===== config.mk =====
export PLATFORM = sky130hd
export DESIGN_NAME = prs_device_flat
export DESIGN_NICKNAME = d
export VERILOG_FILES = /design/src/verilog/prs_pkg.sv /design/src/verilog/prs_link_if.sv /design/src/verilog/prs_device.sv /design/src/flat_wrapper.sv
export SDC_FILE = /design/constraint.sdc
export NUM_CORES = 1
export LEC_CHECK = 0
export BUFFER_PORTS_ARGS = -buffer_cell sky130_fd_sc_hd__clkbuf_2
export CORE_MARGIN = 5
export CORE_UTILIZATION = 45
export CTS_CLUSTER_DIAMETER = 40
export DETAILED_ROUTE_END_ITERATION = 7
export PLACE_DENSITY = 0.77
export SLEW_MARGIN = 5
export SYNTH_ARGS = -nofsm -noshare
export SYNTH_HDL_FRONTEND = slang
export SYNTH_SLANG_ARGS = --single-unit

===== constraint.sdc =====
create_clock -name clk_sys -period 2.92 [get_ports clk_sys]
set_input_delay 0 -clock clk_sys [delete_from_list [all_inputs] [get_ports clk_sys]]
set_output_delay 0 -clock clk_sys [all_outputs]
set_load 0.05 [all_outputs]

===== src/verilog/prs_pkg.sv =====
// prs_pkg: shared constants and types for the power-up / reset sequencer link.
// assumes both ends run on one clock, clk_sys, at 100 MHz.
package prs_pkg;
    localparam int PRS_NUM_POR = 4;
    localparam int PRS_NUM_LSRST = 3;
    localparam int PRS_ADDR_W = 16;
    localparam int PRS_DATA_W = 16;
    localparam logic [15:0] PRS_ADDR_PLL_FEEDBACK = 16'hf000;
    localparam logic [15:0] PRS_ADDR_PLL_PRESCALE = 16'hf001;
    localparam logic [15:0] PRS_ADDR_CLK_SOURCE = 16'hf002;
    localparam logic [15:0] PRS_ADDR_PLL_RUN = 16'hf003;
    localparam logic [15:0] PRS_ADDR_PLL_LOCKED = 16'hf004;
    localparam int PRS_LOCK_BIT = 0;
    localparam int PRS_RUN_BIT = 0;
    localparam logic [15:0] PRS_FEEDBACK_RESET = 16'h0060;
    localparam logic [15:0] PRS_ZERO_RESET = 16'h0000;
    // por index: 0 io_supply, 1 core_supply, 2 pll_supply, 3 analog_supply
    localparam int PRS_POR_IO = 0;
    localparam int PRS_POR_CORE = 1;
    localparam int PRS_POR_PLL = 2;
    localparam int PRS_POR_ANALOG = 3;
    // level-shifter reset index
    localparam int PRS_LS_IO = 0;
    localparam int PRS_LS_PLL = 1;
    localparam int PRS_LS_ANALOG = 2;
    localparam int PRS_ROM_STEPS = 8;
    localparam int PRS_LOCK_MAX_CYCLES = 32768;
    localparam int PRS_SS_TOGGLES = 3;
    localparam int PRS_MCLK_PERIOD_NS = 10;
    localparam int PRS_CLK_NS = 10;
    localparam int PRS_SS_MIN_CYCLES = (PRS_MCLK_PERIOD_NS + PRS_CLK_NS - 1) / PRS_CLK_NS;
    typedef enum logic [1:0] {
        PRS_PORT_I2C,
        PRS_PORT_SPI
    } prs_port_mode_e;
endpackage : prs_pkg


===== src/verilog/prs_link_if.sv =====
// prs_link_if: pins between the sequencer device and its host.
// assumes a single clock shared by both ends; no tristate pins here.
`timescale 1ns/1ps
interface prs_link_if;
    import prs_pkg::*;
    logic [PRS_NUM_POR-1:0] porGood;
    logic resetPinN;
    logic masterClockValid;
    logic bootFromEepromStrap;
    logic slaveSelectAddressPin;
    logic wrStb;
    logic rdStb;
    logic [PRS_ADDR_W-1:0] addr;
    logic [PRS_DATA_W-1:0] wrData;
    logic [PRS_DATA_W-1:0] rdData;
    logic rdValid;
    logic portActive;
    logic selfBootBusy;
    modport device (
        input porGood, resetPinN, masterClockValid, bootFromEepromStrap, slaveSelectAddressPin,
        input wrStb, rdStb, addr, wrData,
        output rdData, rdValid, portActive, selfBootBusy
    );
    modport host (
        output porGood, resetPinN, masterClockValid, bootFromEepromStrap, slaveSelectAddressPin,
        output wrStb, rdStb, addr, wrData,
        input rdData, rdValid, portActive, selfBootBusy
    );
endinterface : prs_link_if


===== src/verilog/prs_device.sv =====
// prs_device: power-up and reset sequencer of the audio processor end.
// assumes link pins come from outside the clock domain; power, reset, clock, strap and select pins are synchronised here, strobes, addr and data are not.
// Operation
// - hold core reset until all release conditions
// - core leaves reset after io level shifter release
// - merge power-goods into three level-shifter resets
// - gate master clock to pll until ready
// - run eight-cycle rom init after reset
// - pll registers writable only after rom
// - pll locks within 32768 prescaled cycles
// - lock status bit 0 at 0xf004
// - control port dead while pll locks
// - host supplies valid clock by core stable
// - strap high starts self boot, host waits
// - host toggles slave select three times
// - each toggle lasts one master clock
// - spi mode at third select rising edge
// - host then writes operating configuration
`timescale 1ns/1ps
module prs_device #(
    parameter int LockCycles = prs_pkg::PRS_LOCK_MAX_CYCLES,
    parameter int BootCycles = 64
) (
    input wire logic clk_sys,
    input wire logic rst,
    prs_link_if.device link,
    output logic [prs_pkg::PRS_NUM_LSRST-1:0] levelShiftRst,
    output logic coreRst,
    output logic pllClockGate,
    output logic romDone,
    output logic pllLocked,
    output prs_pkg::prs_port_mode_e portMode,
    output logic [prs_pkg::PRS_DATA_W-1:0] pllFeedback,
    output logic [prs_pkg::PRS_DATA_W-1:0] pllPrescale,
    output logic [prs_pkg::PRS_DATA_W-1:0] clockSource,
    output logic pllRun
);
    import prs_pkg::*;

    typedef enum logic [2:0] {
        PRS_ST_RESET,
        PRS_ST_ROM,
        PRS_ST_BOOT,
        PRS_ST_CONFIG,
        PRS_ST_LOCKING,
        PRS_ST_READY
    } prs_state_e;

    localparam int SyncW = PRS_NUM_POR + 4;
    localparam int LockW = $clog2(LockCycles + 1);
    localparam int BootW = $clog2(BootCycles + 1);
    localparam int RomW = $clog2(PRS_ROM_STEPS + 1);

    logic [SyncW-1:0] syncA_q;
    logic [SyncW-1:0] syncB_q;
    logic [PRS_NUM_POR-1:0] porS;
    logic resetPinS, clockValidS, strapS, ssS;
    prs_state_e state_q;
    logic [RomW-1:0] romCnt_q;
    logic [LockW-1:0] lockCnt_q;
    logic [BootW-1:0] bootCnt_q;
    logic ssPrev_q;
    logic [1:0] ssRise_q;
    logic releaseOk;
    logic portOpen;

    // pins are asynchronous to clk_sys; second stage is the only reader of the first
    always_ff @(posedge clk_sys or posedge rst) begin
        if (rst) begin
            syncA_q <= '0;
            syncB_q <= '0;
        end else begin
            syncA_q <= {link.porGood, link.resetPinN, link.masterClockValid,
                        link.bootFromEepromStrap, link.slaveSelectAddressPin};
            syncB_q <= syncA_q;
        end
    end
    assign porS = syncB_q[SyncW-1 -: PRS_NUM_POR];
    assign resetPinS = syncB_q[3];
    assign clockValidS = syncB_q[2];
    assign strapS = syncB_q[1];
    assign ssS = syncB_q[0];

    // each crossing stays reset until its own domain and the core domain are good
    always_ff @(posedge clk_sys or posedge rst) begin
        if (rst) begin
            levelShiftRst <= '1;
        end else begin
            levelShiftRst[PRS_LS_IO] <= !(porS[PRS_POR_IO] && porS[PRS_POR_CORE]);
            levelShiftRst[PRS_LS_PLL] <= !(porS[PRS_POR_PLL] && porS[PRS_POR_CORE]);
            levelShiftRst[PRS_LS_ANALOG] <= !(porS[PRS_POR_ANALOG] && porS[PRS_POR_CORE]);
        end
    end

    // io shifter release already implies io and core good; the rest complete the set
    assign releaseOk = !levelShiftRst[PRS_LS_IO] && (&porS) && clockValidS && resetPinS;

    always_ff @(posedge clk_sys or posedge rst) begin
        if (rst) begin
            pllClockGate <= 1'b0;
        end else begin
            pllClockGate <= porS[PRS_POR_CORE] && !levelShiftRst[PRS_LS_PLL] && clockValidS;
        end
    end

    // losing any release condition drops the core back into reset at once
    always_ff @(posedge clk_sys or posedge rst) begin
        if (rst) begin
            state_q <= PRS_ST_RESET;
        end else if (!releaseOk) begin
            state_q <= PRS_ST_RESET;
        end else begin
            unique case (state_q)
                PRS_ST_RESET: state_q <= PRS_ST_ROM;
                PRS_ST_ROM: begin
                    if (romCnt_q == RomW'(PRS_ROM_STEPS - 1)) begin
                        state_q <= strapS ? PRS_ST_BOOT : PRS_ST_CONFIG;
                    end
                end
                PRS_ST_BOOT: begin
                    if (bootCnt_q == BootW'(BootCycles - 1)) begin
                        state_q <= PRS_ST_CONFIG;
                    end
                end
                PRS_ST_CONFIG: begin
                    if (pllRun) begin
                        state_q <= PRS_ST_LOCKING;
                    end
                end
                PRS_ST_LOCKING: begin
                    if (lockCnt_q == LockW'(LockCycles - 1)) begin
                        state_q <= PRS_ST_READY;
                    end
                end
                PRS_ST_READY: begin
                    if (!pllRun) begin
                        state_q <= PRS_ST_CONFIG;
                    end
                end
            endcase
        end
    end

    always_ff @(posedge clk_sys or posedge rst) begin
        if (rst) begin
            romCnt_q <= '0;
            bootCnt_q <= '0;
            lockCnt_q <= '0;
        end else begin
            romCnt_q <= (state_q == PRS_ST_ROM) ? romCnt_q + RomW'(1) : '0;
            bootCnt_q <= (state_q == PRS_ST_BOOT) ? bootCnt_q + BootW'(1) : '0;
            // lock model uses clk_sys as the prescaled pll input; worst case is the bound
            lockCnt_q <= (state_q == PRS_ST_LOCKING) ? lockCnt_q + LockW'(1) : '0;
        end
    end

    assign coreRst = (state_q == PRS_ST_RESET);
    assign romDone = (state_q == PRS_ST_BOOT) || (state_q == PRS_ST_CONFIG) ||
                     (state_q == PRS_ST_LOCKING) || (state_q == PRS_ST_READY);
    assign pllLocked = (state_q == PRS_ST_READY);
    assign portOpen = (state_q == PRS_ST_CONFIG) || (state_q == PRS_ST_READY);
    assign link.portActive = portOpen;
    assign link.selfBootBusy = (state_q == PRS_ST_BOOT);

    // spi select: count rising edges of the select pin; the length of each high phase is not checked
    always_ff @(posedge clk_sys or posedge rst) begin
        if (rst) begin
            ssPrev_q <= 1'b0;
            ssRise_q <= '0;
            portMode <= PRS_PORT_I2C;
        end else if (coreRst) begin
            ssPrev_q <= ssS;
            ssRise_q <= '0;
            portMode <= PRS_PORT_I2C;
        end else begin
            ssPrev_q <= ssS;
            if (portMode == PRS_PORT_I2C && ssS && !ssPrev_q) begin
                ssRise_q <= ssRise_q + 2'(1);
                if (ssRise_q == 2'(PRS_SS_TOGGLES - 1)) begin
                    portMode <= PRS_PORT_SPI;
                end
            end
        end
    end

    // pll registers; writes outside an open port are dropped silently
    always_ff @(posedge clk_sys or posedge rst) begin
        if (rst) begin
            pllFeedback <= PRS_FEEDBACK_RESET;
            pllPrescale <= PRS_ZERO_RESET;
            clockSource <= PRS_ZERO_RESET;
            pllRun <= 1'b0;
        end else if (coreRst) begin
            pllRun <= 1'b0;
        end else if (link.wrStb && portOpen) begin
            unique case (link.addr)
                PRS_ADDR_PLL_FEEDBACK: pllFeedback <= link.wrData;
                PRS_ADDR_PLL_PRESCALE: pllPrescale <= link.wrData;
                PRS_ADDR_CLK_SOURCE: clockSource <= link.wrData;
                PRS_ADDR_PLL_RUN: pllRun <= link.wrData[PRS_RUN_BIT];
                default: ;
            endcase
        end
    end

    always_ff @(posedge clk_sys or posedge rst) begin
        if (rst) begin
            link.rdData <= '0;
            link.rdValid <= 1'b0;
        end else begin
            link.rdValid <= link.rdStb && portOpen;
            link.rdData <= '0;
            if (link.rdStb && portOpen) begin
                unique case (link.addr)
                    PRS_ADDR_PLL_FEEDBACK: link.rdData <= pllFeedback;
                    PRS_ADDR_PLL_PRESCALE: link.rdData <= pllPrescale;
                    PRS_ADDR_CLK_SOURCE: link.rdData <= clockSource;
                    PRS_ADDR_PLL_RUN: link.rdData <= PRS_DATA_W'(pllRun);
                    PRS_ADDR_PLL_LOCKED: link.rdData <= PRS_DATA_W'(pllLocked) << PRS_LOCK_BIT;
                    default: link.rdData <= '0;
                endcase
            end
        end
    end
endmodule : prs_device


===== src/flat_wrapper.sv =====
// flat-port wrapper written by rule: the top's interface ports become plain ports
module prs_device_flat import prs_pkg::*;
#(
    parameter int LockCycles = prs_pkg::PRS_LOCK_MAX_CYCLES,
    parameter int BootCycles = 64
)
  (clk_sys, rst, levelShiftRst, coreRst, pllClockGate, romDone, pllLocked, portMode, pllFeedback, pllPrescale, clockSource, pllRun, link_porGood, link_resetPinN, link_masterClockValid, link_bootFromEepromStrap, link_slaveSelectAddressPin, link_wrStb, link_rdStb, link_addr, link_wrData, link_rdData, link_rdValid, link_portActive, link_selfBootBusy);
  prs_link_if link_i ();
  input wire logic clk_sys;
  input wire logic rst;
  output logic [prs_pkg::PRS_NUM_LSRST-1:0] levelShiftRst;
  output logic coreRst;
  output logic pllClockGate;
  output logic romDone;
  output logic pllLocked;
  output prs_pkg::prs_port_mode_e portMode;
  output logic [prs_pkg::PRS_DATA_W-1:0] pllFeedback;
  output logic [prs_pkg::PRS_DATA_W-1:0] pllPrescale;
  output logic [prs_pkg::PRS_DATA_W-1:0] clockSource;
  output logic pllRun;
  input wire logic [$bits(link_i.porGood)-1:0] link_porGood;
  input wire logic [$bits(link_i.resetPinN)-1:0] link_resetPinN;
  input wire logic [$bits(link_i.masterClockValid)-1:0] link_masterClockValid;
  input wire logic [$bits(link_i.bootFromEepromStrap)-1:0] link_bootFromEepromStrap;
  input wire logic [$bits(link_i.slaveSelectAddressPin)-1:0] link_slaveSelectAddressPin;
  input wire logic [$bits(link_i.wrStb)-1:0] link_wrStb;
  input wire logic [$bits(link_i.rdStb)-1:0] link_rdStb;
  input wire logic [$bits(link_i.addr)-1:0] link_addr;
  input wire logic [$bits(link_i.wrData)-1:0] link_wrData;
  output wire logic [$bits(link_i.rdData)-1:0] link_rdData;
  output wire logic [$bits(link_i.rdValid)-1:0] link_rdValid;
  output wire logic [$bits(link_i.portActive)-1:0] link_portActive;
  output wire logic [$bits(link_i.selfBootBusy)-1:0] link_selfBootBusy;
  assign link_i.porGood = link_porGood;
  assign link_i.resetPinN = link_resetPinN;
  assign link_i.masterClockValid = link_masterClockValid;
  assign link_i.bootFromEepromStrap = link_bootFromEepromStrap;
  assign link_i.slaveSelectAddressPin = link_slaveSelectAddressPin;
  assign link_i.wrStb = link_wrStb;
  assign link_i.rdStb = link_rdStb;
  assign link_i.addr = link_addr;
  assign link_i.wrData = link_wrData;
  assign link_rdData = link_i.rdData;
  assign link_rdValid = link_i.rdValid;
  assign link_portActive = link_i.portActive;
  assign link_selfBootBusy = link_i.selfBootBusy;
  prs_device #(.LockCycles(LockCycles), .BootCycles(BootCycles)) u_core (.clk_sys(clk_sys), .rst(rst), .link(link_i), .levelShiftRst(levelShiftRst), .coreRst(coreRst), .pllClockGate(pllClockGate), .romDone(romDone), .pllLocked(pllLocked), .portMode(portMode), .pllFeedback(pllFeedback), .pllPrescale(pllPrescale), .clockSource(clockSource), .pllRun(pllRun));
endmodule

==> impl_metrics.env <==
export IMPL_grt_pass1_vias=3794
export IMPL_drt_pass1_iterations=5
export IMPL_rsz0062_at_grt="no"
export IMPL_maxSlewHeadroom_pct=46.78
export IMPL_fp_dieArea_um2=12960
export IMPL_cts_num_sinks=120
export IMPL_io_buffers=119
export IMPL_setup_violations_final=0
export IMPL_cp_max_fo=16
export IMPL_dr_first_iter_drc_count=292
export IMPL_syn_nets=424
export IMPL_antenna_found_initial=0
export IMPL_fin_util_pct=60.15
export IMPL_fin_setup_tns_ps=0
export IMPL_drive_gt1_share_pct=38.53
export IMPL_p_per_area_nw_per_um2=585.8
export IMPL_path_class="flip-flop to flip-flop"
export IMPL_grtUsageTotal_pct=18.19
export IMPL_fmax_mhz=428.5
export IMPL_holdWs_ps=95.49
export IMPL_synth_seq_cells=120
export IMPL_layout_common_cells="clkbuf_2, dfrtp_1, nor2_1"
export IMPL_ys_flop_type="dfrtp_1"
export IMPL_cp_required_ps=3290
export IMPL_syn_area_um2=4853
export IMPL_synth_edff_count=0
export IMPL_instances_no_fill=685
export IMPL_synth_top_area_share_pct=59.29
export IMPL_dp_cells=625
export IMPL_routed_via_density=5.225
export IMPL_synth_area_top_cells="dfrtp_1, mux2_2, nor2_1, a222oi_1, dfstp_2"
export IMPL_syn_to_final_growth_pct=32.59
export IMPL_cp_arrival_ps=2710
export IMPL_clock_path_buffers=2
export IMPL_cts_buffers=17
export IMPL_p_leak_uw=0.003191
export IMPL_stdcell_area_um2=6435
export IMPL_post_route_period_util_pct=79.92
export IMPL_fin_crit_ps=2334
export IMPL_fillCellCount=832
export IMPL_layout_commonest_cell="clkbuf_2"
export IMPL_drv_cap=0
export IMPL_diodes=0
export IMPL_drt_total_wl_um=11190
export IMPL_finalHoldViolCount=0
export IMPL_grt_pass1_wl_um=18700
export IMPL_core_um2=10700
export IMPL_async_flop_share_pct=100.0
export IMPL_skew_ps=8.821
export IMPL_yosysSeqAreaShare_pct=62.00
export IMPL_start_kind="flip-flop"
export IMPL_clkLatencyLatePin_ps=500
export IMPL_clkTransAtPathRegs_ps=60
export IMPL_status="finished clean"
export IMPL_die_h_um=113.9
export IMPL_cts_root_buf="clkbuf_8"
export IMPL_num_rows=38
export IMPL_post_cts_resize_count=0
export IMPL_start_util_pct=45.37
export IMPL_wl_per_cell_um=16.33
export IMPL_hp_class="input port to flip-flop"
export IMPL_synth_largest_area_cell="dfrtp_1"
export IMPL_endpoint_kind="flip-flop"
export IMPL_h_tree_depth=4
export IMPL_tritoncts="built"
export IMPL_num_vias=3579
export IMPL_grt_max_degree=61
export IMPL_ir_drop_mv=0.3978
export IMPL_netlist_cell_type_count=49
export IMPL_gp_congestion=0.8205
export IMPL_placed_area_um2=5589
export IMPL_tightestPinTransition_ps=796.1
export IMPL_ys_warnings_count=0
export IMPL_postRouteAntennaNets=0
export IMPL_overflow=0
export IMPL_final_max_slew_viol_count=0
export IMPL_fin_nets=580
export IMPL_synthCells=376
export IMPL_syn_area_per_cell_um2=12.91
export IMPL_hpwl_um=7725
export IMPL_die_w_um=113.9
export IMPL_ioPinCount=121
export IMPL_drc_errors=0
[cell families (layout without fill, tap and decap cells)]
family / count (synthesis) / after routing / synth area share, %
muxes: 51 / 51 / 11.78
xor gates and xnor gates: 19 / 19 / 3.429
other: 1 / 1 / 0.07727
and+or+nand+nor: 121 / 121 / 12.94
buffers and inverters: 24 / 193 / 2.733
DFF: 120 / 120 / 62.00
AOI/OAI and AO/OA: 36 / 36 / 6.007
adders and majority gates: 4 / 4 / 1.031
[area by class of cell]
| type | instances | area [um2] | area share [%] |
|---|---|---|---|
| multi-input cells | 232 | 1714 | 26.64 |
| inverters | 7 | 30.03 | 0.4667 |
| flip-flops and latches | 120 | 3009 | 46.76 |
| clock inverters | 14 | 137.6 | 2.139 |
| clock buffers | 18 | 427.9 | 6.650 |
| repair buffers | 154 | 940.9 | 14.62 |
| well taps | 140 | 175.2 | 2.722 |
[metal layers]
layer / up-vias / GRT usage, % / wire [um]
li1: 1659 / - / -
met1: 1781 / 23.40 / 4585
met2: 129 / 30.43 / 5778
met3: 10 / 4.297 / 710
met4: 0 / 6.176 / 114
met5: - / 0 / 0
[metrics by stage]
step,worst slack [ps],power (uW)
5_1_grt,437.9,3907
4_1_cts,585.9,3806
3_5_place_dp,587.7,1817
2_1_floorplan,67.65,1763
6_report,586.3,3770
3_3_place_gp,675.1,1814
[path summary, 6_finish.rpt]
kind                            depth (start not counted)  slack (ps)               from                     to
worst max-delay path                                    5         590  u_core.state_q[2]  u_core.clockSource[4]
worst min-delay path                                    6         100       link_addr[7]          u_core.pllRun
worst max register to register                          5         590  u_core.state_q[2]  u_core.clockSource[4]
worst min register to register                          0         350  u_core.syncA_q[3]      u_core.syncB_q[3]
max in group asynchronous                               4        1970                rst    u_core.link.rdValid
min in group asynchronous                               3         160                rst      u_core.syncA_q[0]
[Yosys cell counts (all sizes together), types with 2 or more instances]
master  instances
a31oi           2
nand2          17
dfstp           5
xnor2           9
nand4           5
mux2i           2
and4b           2
clkbuf          8
a222oi         16
a21oi           5
inv             7
nor2b           2
and2            4
xor2           10
nor2           50
o21ai           5
ha              4
and3            6
nand3           9
nor3            6
or3             3
mux2           49
dfrtp         115
buf             9
and2b           2
nand3b          3
or4             2
nor3b           4
[timing repair]
action / 4_1_cts / 5_1_grt
hold buffers: 28 / 0
setup buffers: 0 / 0
endpoints found under the hold margin: 92 / 0
[power by group]
part / switching [uW] / internal [uW]
Clock: 785 / 1170
Sequential: 5.51 / 1680
Combinational: 73.1 / 56.3
[worst max-delay path, cell delays in order (launching register included)]
cell and delay (ps):
dfrtp_1 550, xor2_1 240, and2_1 200, nand2_1 100
and2b_1 700, mux2_2 420
[sequential cells by signal, indices dropped and copies added, names as in the netlist, 2 cells and up]
signal                cells
u_core.lockCnt_q         16
u_core.state_q            3
u_core.ssRise_q           2
u_core.pllFeedback       16
u_core.syncB_q            8
u_core.syncA_q            8
u_core.romCnt_q           4
u_core.pllPrescale       16
u_core.bootCnt_q          7
u_core.clockSource       16
u_core.link.rdData       16
u_core.levelShiftRst      3
Power figures use the tool's default switching activity.
